## src/rtl/fdo_pkg.sv

```systemverilog
// Constants, register map and pin carriers for the floppy drive control outputs.
// Assumes a 250 MHz core clock and an AHB-Lite register port with 32-bit data.
package fdo_pkg;

    // ----------------------------------------------------------------
    // Clock and timing
    // ----------------------------------------------------------------
    localparam int CLOCK_PERIOD_NS = 4;
    localparam int STEP_PULSE_NS = 1000;
    localparam int STEP_PULSE_CYCLES = (STEP_PULSE_NS + CLOCK_PERIOD_NS - 1) / CLOCK_PERIOD_NS;
    localparam int STEP_UNIT_NS = 1000000;
    localparam int STEP_UNIT_CYCLES = STEP_UNIT_NS / CLOCK_PERIOD_NS;
    localparam int SYNC_STAGES = 3;

    // ----------------------------------------------------------------
    // Register byte offsets
    // ----------------------------------------------------------------
    localparam logic [7:0] OFF_DRIVE_CTRL = 8'h00;
    localparam logic [7:0] OFF_DATA_RATE = 8'h04;
    localparam logic [7:0] OFF_MODE = 8'h08;
    localparam logic [7:0] OFF_SPECIFY = 8'h0c;
    localparam logic [7:0] OFF_SEEK = 8'h10;
    localparam logic [7:0] OFF_STATUS = 8'h14;

    // ----------------------------------------------------------------
    // Fields and reset values
    // ----------------------------------------------------------------
    localparam int NUM_DRIVES = 4;
    localparam int SEEK_CNT_W = 12;
    localparam int STEP_RATE_W = 4;
    localparam logic [7:0] DRIVE_CTRL_RST = 8'h00;
    localparam logic MODE_PUMP_SEL_RST = 1'b0;
    localparam logic [3:0] SPECIFY_INIT = 4'h0;
    localparam int ST_BUSY = 0;
    localparam int ST_PRECOMP = 1;
    localparam int ST_STRAP = 2;
    localparam int ST_PUMP = 3;
    localparam int ST_SPEED = 4;
    localparam int ST_STEP_RB = 5;
    localparam int ST_MOTOR_RB = 8;
    localparam logic [2:0] HSIZE_WORD = 3'h2;
    localparam logic [1:0] HRESP_OKAY = 2'h0;

    typedef enum logic [1:0] {
        RATE_500 = 2'b00,
        RATE_300 = 2'b01,
        RATE_250 = 2'b10,
        RATE_1M = 2'b11
    } fdo_rate_t;

    localparam fdo_rate_t DATA_RATE_RST = RATE_250;

    // ----------------------------------------------------------------
    // Drive-side pins
    // ----------------------------------------------------------------
    typedef struct packed {
        logic [NUM_DRIVES-1:0] motor_enable_n_o;
        logic [NUM_DRIVES-1:0] motor_enable_n_oe;
        logic spindle_speed_or_low_current_o;
        logic spindle_speed_or_low_current_oe;
        logic step_n_o;
        logic step_n_oe;
        logic charge_corr_or_precomp_sel_o;
        logic charge_corr_or_precomp_sel_oe;
    } fdo_drive_out_t;

    typedef struct packed {
        logic [NUM_DRIVES-1:0] motor_enable_n_i;
        logic spindle_speed_or_low_current_i;
        logic step_n_i;
        logic charge_corr_or_precomp_sel_i;
        logic drive_type_strap;
    } fdo_drive_in_t;

endpackage

```

## src/rtl/fdo_sync.sv

```systemverilog
// Three-stage synchroniser with agreement filter for pin inputs.
// Assumes asynchronous inputs; output moves only when stages two and three agree.
`timescale 1ns/100ps
module fdo_sync #(
    parameter int WIDTH = 1
) (
    input wire logic clock,
    input wire logic rst_b,
    input wire logic [WIDTH-1:0] pin,
    output logic [WIDTH-1:0] level
);
    import fdo_pkg::*;

    logic [WIDTH-1:0] stage1;
    logic [WIDTH-1:0] stage2;
    logic [WIDTH-1:0] stage3;

    always_ff @(posedge clock) begin
        if (!rst_b) begin
            stage1 <= '0;
            stage2 <= '0;
            stage3 <= '0;
        end else begin
            stage1 <= pin;
            stage2 <= stage1;
            stage3 <= stage2;
        end
    end

    // A bit takes a new value only once two later stages hold it alike.
    always_ff @(posedge clock) begin
        if (!rst_b) begin
            level <= '0;
        end else begin
            level <= (stage2 & stage3) | (level & (stage2 | stage3));
        end
    end
endmodule

```

## src/rtl/fdo_step_gen.sv

```systemverilog
// Step pulse sequencer for seeks.
// Assumes start is a one-cycle pulse; a start while busy is ignored.
`timescale 1ns/100ps
module fdo_step_gen #(
    parameter int UNIT_CYCLES = fdo_pkg::STEP_UNIT_CYCLES,
    parameter int PULSE_CYCLES = fdo_pkg::STEP_PULSE_CYCLES
) (
    input wire logic clock,
    input wire logic rst_b,
    input wire logic start,
    input wire logic [fdo_pkg::SEEK_CNT_W-1:0] steps,
    input wire logic [fdo_pkg::STEP_RATE_W-1:0] step_rate,
    output logic step_active,
    output logic busy,
    output logic [fdo_pkg::SEEK_CNT_W-1:0] remaining
);
    import fdo_pkg::*;

    typedef enum logic [1:0] {
        SG_IDLE = 2'b00,
        SG_PULSE = 2'b01,
        SG_GAP = 2'b10
    } fdo_step_state_t;

    fdo_step_state_t state;
    logic [23:0] cnt;
    logic [23:0] gap_load;

    // The gap is (16 - rate) time units, so rate 0 is the slowest.
    assign gap_load = 24'(UNIT_CYCLES * int'(5'h10 - {1'b0, step_rate}) - 1);
    assign step_active = (state == SG_PULSE);
    assign busy = (state != SG_IDLE);

    always_ff @(posedge clock) begin
        if (!rst_b) begin
            state <= SG_IDLE;
            cnt <= '0;
            remaining <= '0;
        end else begin
            case (state)
                SG_IDLE: begin
                    if (start && steps != '0) begin
                        state <= SG_PULSE;
                        cnt <= 24'(PULSE_CYCLES - 1);
                        remaining <= steps;
                    end
                end
                SG_PULSE: begin
                    if (cnt == '0) begin
                        state <= SG_GAP;
                        cnt <= gap_load;
                        remaining <= remaining - 1'b1;
                    end else begin
                        cnt <= cnt - 1'b1;
                    end
                end
                SG_GAP: begin
                    if (cnt != '0) begin
                        cnt <= cnt - 1'b1;
                    end else if (remaining == '0) begin
                        state <= SG_IDLE;
                    end else begin
                        state <= SG_PULSE;
                        cnt <= 24'(PULSE_CYCLES - 1);
                    end
                end
                default: begin
                    state <= SG_IDLE;
                end
            endcase
        end
    end
endmodule

```

## src/rtl/fdo_top.sv

```systemverilog
// Drive-side control outputs: motor enables, speed or write current, step, pump pin.
// Assumes one 250 MHz clock, an AHB-Lite master and open-drain pads outside.
`timescale 1ns/100ps

module fdo_top #(
    parameter int STEP_UNIT_CYCLES = fdo_pkg::STEP_UNIT_CYCLES
) (
    input wire logic clock,
    input wire logic rst_b,
    input wire logic hsel,
    input wire logic [31:0] haddr,
    input wire logic [1:0] htrans,
    input wire logic hwrite,
    input wire logic [2:0] hsize,
    input wire logic [31:0] hwdata,
    input wire logic hready,
    output logic hreadyout,
    output logic [1:0] hresp,
    output logic [31:0] hrdata,
    input wire logic pump_correcting,
    output logic precomp_mode_sel,
    input wire fdo_pkg::fdo_drive_in_t drive_in,
    output fdo_pkg::fdo_drive_out_t drive_out
);
    import fdo_pkg::*;

    // ----------------------------------------------------------------
    // Bus slave
    // ----------------------------------------------------------------
    logic dp_valid;
    logic dp_write;
    logic dp_word;
    logic [7:0] dp_addr;
    logic rd_wait;
    logic take;
    logic wr_en;
    logic [31:0] next_rdata;

    assign take = hsel && htrans[1] && hready;
    // Writes are also gated by reset, so no register write can land while reset is held.
    assign wr_en = dp_valid && dp_write && dp_word && rst_b;
    assign hreadyout = !rd_wait;
    assign hresp = HRESP_OKAY;

    always_ff @(posedge clock) begin
        if (!rst_b) begin
            dp_valid <= 1'b0;
            dp_write <= 1'b0;
            dp_word <= 1'b0;
            dp_addr <= '0;
        end else if (hready) begin
            dp_valid <= take;
            dp_write <= hwrite;
            dp_word <= (hsize == HSIZE_WORD);
            dp_addr <= haddr[7:0];
        end
    end

    // Reads take one wait state so the data come from a flip-flop.
    always_ff @(posedge clock) begin
        if (!rst_b) begin
            rd_wait <= 1'b0;
            hrdata <= '0;
        end else begin
            rd_wait <= take && !hwrite;
            if (rd_wait) begin
                hrdata <= next_rdata;
            end
        end
    end

    // ----------------------------------------------------------------
    // Registers
    // ----------------------------------------------------------------
    logic [7:0] drive_ctrl;
    fdo_rate_t data_rate;
    logic pump_indicator_select;
    logic [STEP_RATE_W-1:0] step_rate = SPECIFY_INIT;
    logic seek_start;

    always_ff @(posedge clock) begin
        if (!rst_b) begin
            drive_ctrl <= DRIVE_CTRL_RST;
        end else if (wr_en && dp_addr == OFF_DRIVE_CTRL) begin
            drive_ctrl <= hwdata[7:0];
        end
    end

    always_ff @(posedge clock) begin
        if (!rst_b) begin
            data_rate <= DATA_RATE_RST;
        end else if (wr_en && dp_addr == OFF_DATA_RATE) begin
            data_rate <= fdo_rate_t'(hwdata[1:0]);
        end
    end

    always_ff @(posedge clock) begin
        if (!rst_b) begin
            pump_indicator_select <= MODE_PUMP_SEL_RST;
        end else if (wr_en && dp_addr == OFF_MODE) begin
            pump_indicator_select <= hwdata[0];
        end
    end

    // Timing set by software survives reset; it is loaded only by writes.
    always_ff @(posedge clock) begin
        if (wr_en && dp_addr == OFF_SPECIFY) begin
            step_rate <= hwdata[STEP_RATE_W-1:0];
        end
    end

    assign seek_start = wr_en && dp_addr == OFF_SEEK;

    // ----------------------------------------------------------------
    // Pin inputs and seek engine
    // ----------------------------------------------------------------
    logic [7:0] pins_raw;
    logic [7:0] pins_sync;
    logic strap;
    logic precomp_pin;
    logic step_active;
    logic seek_busy;
    logic [SEEK_CNT_W-1:0] seek_remaining;

    assign pins_raw = {drive_in.motor_enable_n_i, drive_in.spindle_speed_or_low_current_i,
                       drive_in.step_n_i, drive_in.charge_corr_or_precomp_sel_i, drive_in.drive_type_strap};
    assign strap = pins_sync[0];
    assign precomp_pin = pins_sync[1];

    fdo_sync #(
        .WIDTH(8)
    ) u_sync (
        .clock(clock),
        .rst_b(rst_b),
        .pin(pins_raw),
        .level(pins_sync)
    );

    fdo_step_gen #(
        .UNIT_CYCLES(STEP_UNIT_CYCLES),
        .PULSE_CYCLES(STEP_PULSE_CYCLES)
    ) u_step (
        .clock(clock),
        .rst_b(rst_b),
        .start(seek_start),
        .steps(hwdata[SEEK_CNT_W-1:0]),
        .step_rate(step_rate),
        .step_active(step_active),
        .busy(seek_busy),
        .remaining(seek_remaining)
    );

    always_comb begin
        next_rdata = '0;
        case (dp_addr)
            OFF_DRIVE_CTRL: next_rdata[7:0] = drive_ctrl;
            OFF_DATA_RATE: next_rdata[1:0] = data_rate;
            OFF_MODE: next_rdata[0] = pump_indicator_select;
            OFF_SPECIFY: next_rdata[STEP_RATE_W-1:0] = step_rate;
            OFF_SEEK: next_rdata[SEEK_CNT_W-1:0] = seek_remaining;
            OFF_STATUS: begin
                next_rdata[ST_BUSY] = seek_busy;
                next_rdata[ST_PRECOMP] = precomp_mode_sel;
                next_rdata[ST_STRAP] = strap;
                next_rdata[ST_PUMP] = pump_correcting;
                next_rdata[ST_SPEED] = pins_sync[3];
                next_rdata[ST_STEP_RB] = pins_sync[2];
                next_rdata[ST_MOTOR_RB +: NUM_DRIVES] = pins_sync[7:4];
            end
            default: next_rdata = '0;
        endcase
    end

    // ----------------------------------------------------------------
    // Drive-side outputs
    // ----------------------------------------------------------------
    logic [NUM_DRIVES-1:0] motor_oe;
    logic speed_oe;
    logic step_oe;
    logic pump_oe;
    logic pump_o;
    logic high_rate;

    // Open-drain: enable pulls low, so an active-low enable is driven while set.
    genvar gi;
    generate
        for (gi = 0; gi < NUM_DRIVES; gi++) begin : g_motor
            always_ff @(posedge clock) begin
                if (!rst_b) begin
                    motor_oe[gi] <= 1'b0;
                end else begin
                    motor_oe[gi] <= drive_ctrl[gi];
                end
            end
        end
    endgenerate

    // Both strap settings want the pin low below 500 kb/s and released at 500 kb/s and above.
    assign high_rate = (data_rate == RATE_500) || (data_rate == RATE_1M);

    always_ff @(posedge clock) begin
        if (!rst_b) begin
            speed_oe <= 1'b0;
            step_oe <= 1'b0;
            pump_oe <= 1'b0;
            pump_o <= 1'b0;
            precomp_mode_sel <= 1'b0;
        end else begin
            speed_oe <= strap ? !high_rate : !high_rate;
            step_oe <= step_active;
            pump_oe <= pump_indicator_select;
            pump_o <= pump_correcting;
            precomp_mode_sel <= pump_indicator_select ? 1'b1 : precomp_pin;
        end
    end

    always_comb begin
        drive_out = '0;
        drive_out.motor_enable_n_oe = motor_oe;
        drive_out.spindle_speed_or_low_current_oe = speed_oe;
        drive_out.step_n_oe = step_oe;
        drive_out.charge_corr_or_precomp_sel_o = pump_o;
        drive_out.charge_corr_or_precomp_sel_oe = pump_oe;
    end
endmodule

```

## config.mk

```make
export PLATFORM = sky130hd
export DESIGN_NAME = fdo_top
export DESIGN_NICKNAME = d
export VERILOG_FILES = /design/src/rtl/fdo_pkg.sv /design/src/rtl/fdo_sync.sv /design/src/rtl/fdo_step_gen.sv /design/src/rtl/fdo_top.sv
export SDC_FILE = /design/constraint.sdc
export NUM_CORES = 1
export LEC_CHECK = 0
export ABC_AREA = 1
export BUFFER_PORTS_ARGS = -buffer_cell sky130_fd_sc_hd__clkbuf_2
export CAP_MARGIN = 10
export CORE_UTILIZATION = 45
export DETAILED_ROUTE_END_ITERATION = 8
export PLACE_DENSITY = 0.67
export SETUP_SLACK_MARGIN = 0.5
export SYNTH_ARGS = -nofsm -noshare
export SYNTH_HDL_FRONTEND = slang
export SYNTH_SLANG_ARGS = --single-unit
```

## constraint.sdc

```tcl
create_clock -name clock -period 5.5 [get_ports clock]
set_input_delay 0.55 -clock clock [delete_from_list [all_inputs] [get_ports clock]]
set_output_delay 0.55 -clock clock [all_outputs]
set_load 0.01 [all_outputs]
```

==> metrics.md, run 1 <==
| Metric | Value |
|---|---|
| Max Clk Rate | 223 MHz |
| Die Span X | 130 um |
| Final hold vios | 0 |
| Internal | 1.54 mW |
| ANT cells | 0 |
| Final net count | 1220 |
| Comb pwr share | 0.040 |
| Yosys Warn Count | 0 |
| Status | completed |
| Synth cell types | 51 |
| Die area | 16800 um^2 |
| Synthesized area per cell | 7.01 um^2 |
| Top delay family on crit path | adder cells |
| Initial Util | 0.462 |
| # Max-Cap Violations | 0 |
| Drt first pass iters | 5 |
| Min-Delay Path Class | input port to flip-flop |
| DRT iter0 DRCs | 345 |
| DRC Markers | 0 |
| Vias in the first global route | 6045 |
| First-pass GRT wire length | 28.3 mm |
| Worst setup EP type | flip-flop |
| Chip height | 130 um |
| # setup viols final | 0 |
| RD Place Congestion | 0.890 |
| Clock root buffer | clkbuf_16 |
| Worst Path Required | 5.85 ns |
| DR WL/cell | 12.5 um |
| Clock Path Buffers | 2 |
| GRT Overall Usage | 0.211 |
| Crit path max fanout | 8 |
| Remaining global-route overflow | 0 |
| Static Leak | 4.11 nW |
| RSZ-0062 raised after global routing | false |
| Number of stages on the worst setup path | 25 |
| Fin crit share | 0.815 |
| ANT nets after route | 0 |
| Most common cell on crit path | nand2_1 |
| Worst path bufs/invs | 5 |
| Largest net degree at the start of global routing | 75 |
| Post-CTS setup buffers | 0 |
| Total number of vias | 6509 |
| Tmin final | 4.48 ns |
| Hold path cells | 3 |
| CP max-delay cell | fa_1 |
| Worst Skew | 0.00739 ns |
| PortBufs | 59 |
| Sw frac | 0.252 |
| Clock network power share | 0.532 |
| Share of cells above drive strength 1 | 0.149 |
| Post-Syn Instances | 1046 |
| NetSw | 0.519 mW |
| P&R area growth vs syn | 12.5% |
| CP Data Arrival Time | 4.83 ns |
| CTS H-Tree Depth | 4 |
| Slew Limit Fails | 0 |
| Vias per cell | 4.91 |
| Slowest stage delay, CP | 0.49 ns |
| VDD IR max | 0.000207 V |
| Critical path class | flip-flop to flip-flop |
| TritonCTS clock tree | yes |
| Worst slew pin tran | 0.825 ns |
| Mapped cell area | 7340 um^2 |
| FF+latch count, synth | 118 |
| Skew-Pair Late Insertion Delay | 0.41 ns |
| Setup TNS | 0 ns |
| Type of origin of the critical path | flip-flop |
| Core Rows | 46 |
| Pwr Density | 250 nW/um^2 |
| Io pins | 133 |
| Clock sinks | 118 |
| Post-Route WL | 16.6 mm |
| Sequential power share | 0.427 |
| Slew margin rel. | 0.450 |
| HPWL after detailed placement | 12.2 mm |
| Core area | 15900 um^2 |
| Reg2Reg Depth | 25 |
| Seq/Total Area, Yosys | 0.327 |
| Total CTS buffers | 17 |
| # hold bufs at CTS | 0 |
| Initial antenna violation count | 0 |
| Post-Route Utilization | 0.520 |
| Clock-pin slew on the worst setup and hold paths | 0.06 ns |
-- Yosys cell counts, drive strengths merged --
| cell | number | share of area |
|---|---|---|
| edfxtp | 4 | 0.016 |
| nor4 | 5 | 0.0051 |
| or3 | 1 | 0.0015 |
| xnor2 | 8 | 0.0096 |
| o21bai | 2 | 0.0020 |
| or2 | 2 | 0.0017 |
| a31oi | 9 | 0.0077 |
| nand2 | 237 | 0.14 |
| a21oi | 59 | 0.042 |
| a31o | 2 | 0.0024 |
| ha | 36 | 0.061 |
| xor2 | 20 | 0.024 |
| a221oi | 8 | 0.0096 |
| nand3 | 66 | 0.054 |
| clkbuf | 19 | 0.0097 |
| o221ai | 2 | 0.0024 |
| nor2 | 123 | 0.072 |
| o22ai | 8 | 0.0068 |
| clkinv | 3 | 0.0015 |
| a32oi | 1 | 0.0012 |
| dfxtp | 114 | 0.31 |
| a22o | 1 | 0.0012 |
| o21ai | 85 | 0.058 |
| a21o | 2 | 0.0020 |
| buf | 40 | 0.041 |
| o211ai | 2 | 0.0027 |
| inv | 153 | 0.078 |
| nand3b | 4 | 0.0041 |
| fa | 5 | 0.014 |
| conb | 1 | 0.00051 |
| o2111ai | 1 | 0.0012 |
| nand4 | 10 | 0.0094 |
| and3b | 1 | 0.0012 |
| a211oi | 1 | 0.0010 |
| nor3 | 11 | 0.0075 |
-- worst register-to-register path, cell delays in order, from the launching register on --
cell        delay [ns]
edfxtp_1          0.39
clkinvlp_4        0.22
ha_1              0.36
inv_2             0.13
nand2_2           0.09
nand2_4           0.15
ha_1              0.29
xor2_1            0.18
ha_1              0.28
inv_1             0.05
fa_1              0.49
inv_1             0.04
ha_1              0.38
a21oi_2           0.23
inv_1             0.08
a31oi_1           0.18
nand2_1           0.08
nand2_1           0.07
nand3_1           0.14
nor2_4            0.15
nand2_1           0.05
nand2_1           0.05
nand3_1           0.08
nand2_1           0.08
nand2_1           0.06
a21oi_2           0.12
-- cells in the final DEF (no fill, tap or decap), types with 11 or more instances in the layout --
cell type / n
nand2_1: 212
inv_1: 145
dfxtp_1: 114
nor2_1: 111
o21ai_0: 78
clkbuf_2: 59
nand3_1: 56
a21oi_1: 54
ha_1: 35
conb_1: 28
xor2_1: 20
nand2_2: 17
clkbuf_16: 17
nor3_1: 11
-- final timing paths --
check / startpoint / to / slack (ns)
max: step_rate[0] / u_step.cnt[23] / 1.02
min reg2reg: u_sync.stage1[2] / u_sync.stage2[2] / 0.41
max reg2reg: step_rate[0] / u_step.cnt[23] / 1.02
min: drive_in[6] / u_sync.stage1[6] / 0.31
-- routing by layer --
metal / vias to the layer above / GRT usage / wire [um]
met5: - / 0 / 0
met4: 0 / 0.0698 / 265
met3: 23 / 0.0410 / 554
met2: 124 / 0.346 / 7830
met1: 2957 / 0.279 / 7980
li1: 3405 / - / -
-- power groups by stage --
stage               logic, mW  clock network (mW)  registers [mW]
floorplan              0.0667                   0           0.899
global placement       0.0816                   0           0.899
detailed placement     0.0822                   0           0.899
CTS                    0.0826                1.12           0.881
global route           0.0939                1.16           0.882
finish                 0.0826                1.10           0.881
-- area by class of cell --
cell class / count / area [um^2]
Fill cell: 1625 / 7630
Multi-Input combinational cell: 740 / 4080
Sequential cell: 118 / 2400
Inverter: 156 / 589
Clock buffer: 17 / 425
Timing Repair Buffer: 63 / 325
Tap cell: 216 / 270
Clock inverter: 15 / 159
-- what timing repair did --
action,4_1_cts,5_1_grt
hold endpoints to repair,0,0
setup endpoints to repair,0,3
resized for setup,0,3
-- metrics by stage --
| stage | power (mW) | hold slack, ns | instances | worst slack, ns | cell area [um^2] |
|---|---|---|---|---|---|
| 2_1_floorplan | 0.965 | 0.390 | 1073 | 1.31 | 7440 |
| 3_3_place_gp | 0.981 | 0.392 | 1293 | 0.955 | 7660 |
| 3_5_place_dp | 0.982 | 0.400 | 1293 | 0.887 | 7660 |
| 4_1_cts | 2.08 | 0.300 | 1325 | 0.869 | 8250 |
| 5_1_grt | 2.13 | 0.308 | 1325 | 0.608 | 8260 |
| 6_report | 2.06 | 0.313 | 1325 | 1.02 | 8260 |
-- sequential cells by signal (all words and copies together) (netlist names), 2 cells and up --
register,count
drive_out,4
dp_addr,8
u_step.cnt,24
u_sync.stage1,8
u_sync.stage2,8
u_step.state,2
step_rate,4
u_sync.level,8
u_step.remaining,12
u_sync.stage3,8
drive_ctrl,8
hrdata,12
data_rate,2
-- cells by family after synthesis --
kind of cell    synth area share
fa+ha+maj                 0.0750
buf+inv                    0.131
flops                      0.327
xor+xnor                  0.0334
simple gates               0.292
other cells             0.000511
compound gates             0.141
Power figures use the tool's default switching activity.
==> run 2, diff against run 1 <==
==> constraint.sdc (replaced) <==
create_clock -name clock -period 4.6 [get_ports clock]
set_input_delay 0.46 -clock clock [delete_from_list [all_inputs] [get_ports clock]]
set_output_delay 0.46 -clock clock [all_outputs]
set_load 0.01 [all_outputs]
==> metrics.md, run 2 (synthesis results as in run 1) <==
| Metric | Value |
|---|---|
| Max Clk Rate | 256 MHz |
| M1 WL | 8.24 mm |
| Worst path bufs/invs | 5 |
| First-pass GRT wire length | 28.4 mm |
| Detail Route met2 WL | 8.04 mm |
| Status | completed |
| # Max-Cap Violations | 0 |
| Slew margin rel. | 0.440 |
| Number of stages on the worst setup path | 26 |
| Worst reg2reg setup slack | 0.69 ns |
| Core area | 15900 um^2 |
| Critical path class | flip-flop to flip-flop |
| Reg2Reg Depth | 26 |
| Worst Skew | 0.0133 ns |
| Top delay family on crit path | adder cells |
| Post-Route WL | 17.2 mm |
| Skew-Pair Late Insertion Delay | 0.42 ns |
| Static Leak | 4.25 nW |
| Io pins | 133 |
| Type of origin of the critical path | flip-flop |
| Total number of vias | 6599 |
| CTS H-Tree Depth | 4 |
| Fin crit share | 0.851 |
| PortBufs | 59 |
| Min-Delay Path Class | input port to flip-flop |
| Metal3 WL | 629 um |
| Die area | 16800 um^2 |
| CP Data Arrival Time | 4.20 ns |
| Clock-pin slew on the worst setup and hold paths | 0.06 ns |
| Pwr Density | 302 nW/um^2 |
| End point of the critical path | u_step.cnt[20] |
| Vias per cell | 4.92 |
| CP max-delay cell | fa_1 |
| Final hold vios | 0 |
| Die Span X | 130 um |
| Largest net degree at the start of global routing | 74 |
| Remaining global-route overflow | 0 |
| Slowest stage delay, CP | 0.50 ns |
| Commonest non-fill, non-tap cell in the layout | nand2_1 |
| TritonCTS clock tree | yes |
| Total CTS buffers | 17 |
| DR WL/cell | 12.8 um |
| Clock root buffer | clkbuf_16 |
| CP startpoint | step_rate[1] |
| Final net count | 1236 |
| Clock sinks | 118 |
| Worst setup EP type | flip-flop |
| Core Rows | 46 |
| R2R Path End | u_step.cnt[20] |
| ANT cells | 0 |
| Final Power | 2.61 mW |
| GRT Overall Usage | 0.213 |
| Top Layer Used | met4 |
| Commonest cells after routing, fill and taps aside | nand2_1 (206), inv_1 (141), dfxtp_1 (114) |
| Initial antenna violation count | 0 |
| Share of cells above drive strength 1 | 0.189 |
| Vias in the first global route | 5947 |
| DRT iter0 DRCs | 309 |
| RSZ-0062 raised after global routing | true |
| HPWL after detailed placement | 12.3 mm |
| Worst Path Required | 4.88 ns |
| VDD IR max | 0.000407 V |
| Largest registers | u_step.cnt (24), hrdata (12), u_step.remaining (12) |
| Worst r2r src | step_rate[1] |
| Crit path max fanout | 7 |
| Most common cell on crit path | nand2_1 |
| DRC Markers | 0 |
| Setup TNS | 0 ns |
| Slew Limit Fails | 0 |
| Chip height | 130 um |
| ANT nets after route | 0 |
| Largest register FFs | 24 |
| RD Place Congestion | 0.868 |
| P&R area growth vs syn | 18.0% |
| # setup viols final | 0 |
| Drt first pass iters | 5 |
| Initial Util | 0.462 |
| Clock Path Buffers | 2 |
| Register with the most flip-flops | u_step.cnt |
| Tmin final | 3.91 ns |
| Worst slew pin tran | 0.840 ns |
| # hold bufs at CTS | 0 |
## run 2: cell types whose count changed in the layout (fill, tap and decap cells not counted), moves of 5 or more
| cell | delta |
|---|---|
| buf_4 | +14 |
| ha_1 | -6 |
| ha_4 | +6 |
| nand2_1 | -6 |
| nand3_1 | -5 |
## run 2: layout make-up
cell class,instances,area [um^2]
fill,1528,7230
multi-input combinational,740,4300
sequential,118,2400
inverter,156,588
clock buffer,19,453
timing repair buffer,79,453
tap,216,270
clock inverter,13,194
## run 2: worst min path at each step
| stage | depth (start not counted) | end | startpoint | slack [ns] |
|---|---|---|---|---|
| 6_report | 3 | u_sync.stage1[5] | drive_in[5] | 0.22 |
| 5_1_grt | 3 | u_sync.stage1[0] | drive_in[0] | 0.23 |
| 4_1_cts | 3 | u_sync.stage1[5] | drive_in[5] | 0.21 |
| 3_5_place_dp | 2 | u_sync.stage2[4] | u_sync.stage1[4] | 0.40 |
| 3_3_place_gp | 2 | u_sync.stage2[0] | u_sync.stage1[0] | 0.39 |
| 2_1_floorplan | 2 | u_sync.stage2[0] | u_sync.stage1[0] | 0.39 |
## run 2: through the flow
step           instance area [um^2]  instances  utilization  hold WS (ns)  setup WS, ns
2_1_floorplan                  7440       1073            -         0.390         0.539
3_3_place_gp                   7720       1300        0.486         0.392         0.348
3_5_place_dp                   7720       1300        0.486         0.396         0.251
4_1_cts                        8410       1333        0.529         0.215         0.503
5_1_grt                        8660       1341        0.545         0.226         0.473
6_report                       8660       1341        0.545         0.224         0.687
## run 2: what timing repair did
action,in CTS,in global routing
endpoints found under the setup margin,4,7
pin swaps,0,17
setup buffers,1,8
resized for setup,9,38
## run 2: worst min-delay path, cell delays in order
cell      delay (ns)
clkbuf_2        0.07
nand2_1         0.04
inv_1           0.04
## run 2: power by group
part           switching (mW)  total [mW]  internal (mW)
Combinational          0.0675      0.0982         0.0307
Clock                   0.516        1.46          0.942
Sequential            0.00884        1.05           1.05
## run 2: layer usage
metal,vias up,track usage
met5,-,0
met4,0,0.0705
met3,20,0.0414
met2,126,0.345
met1,3015,0.284
li1,3438,-
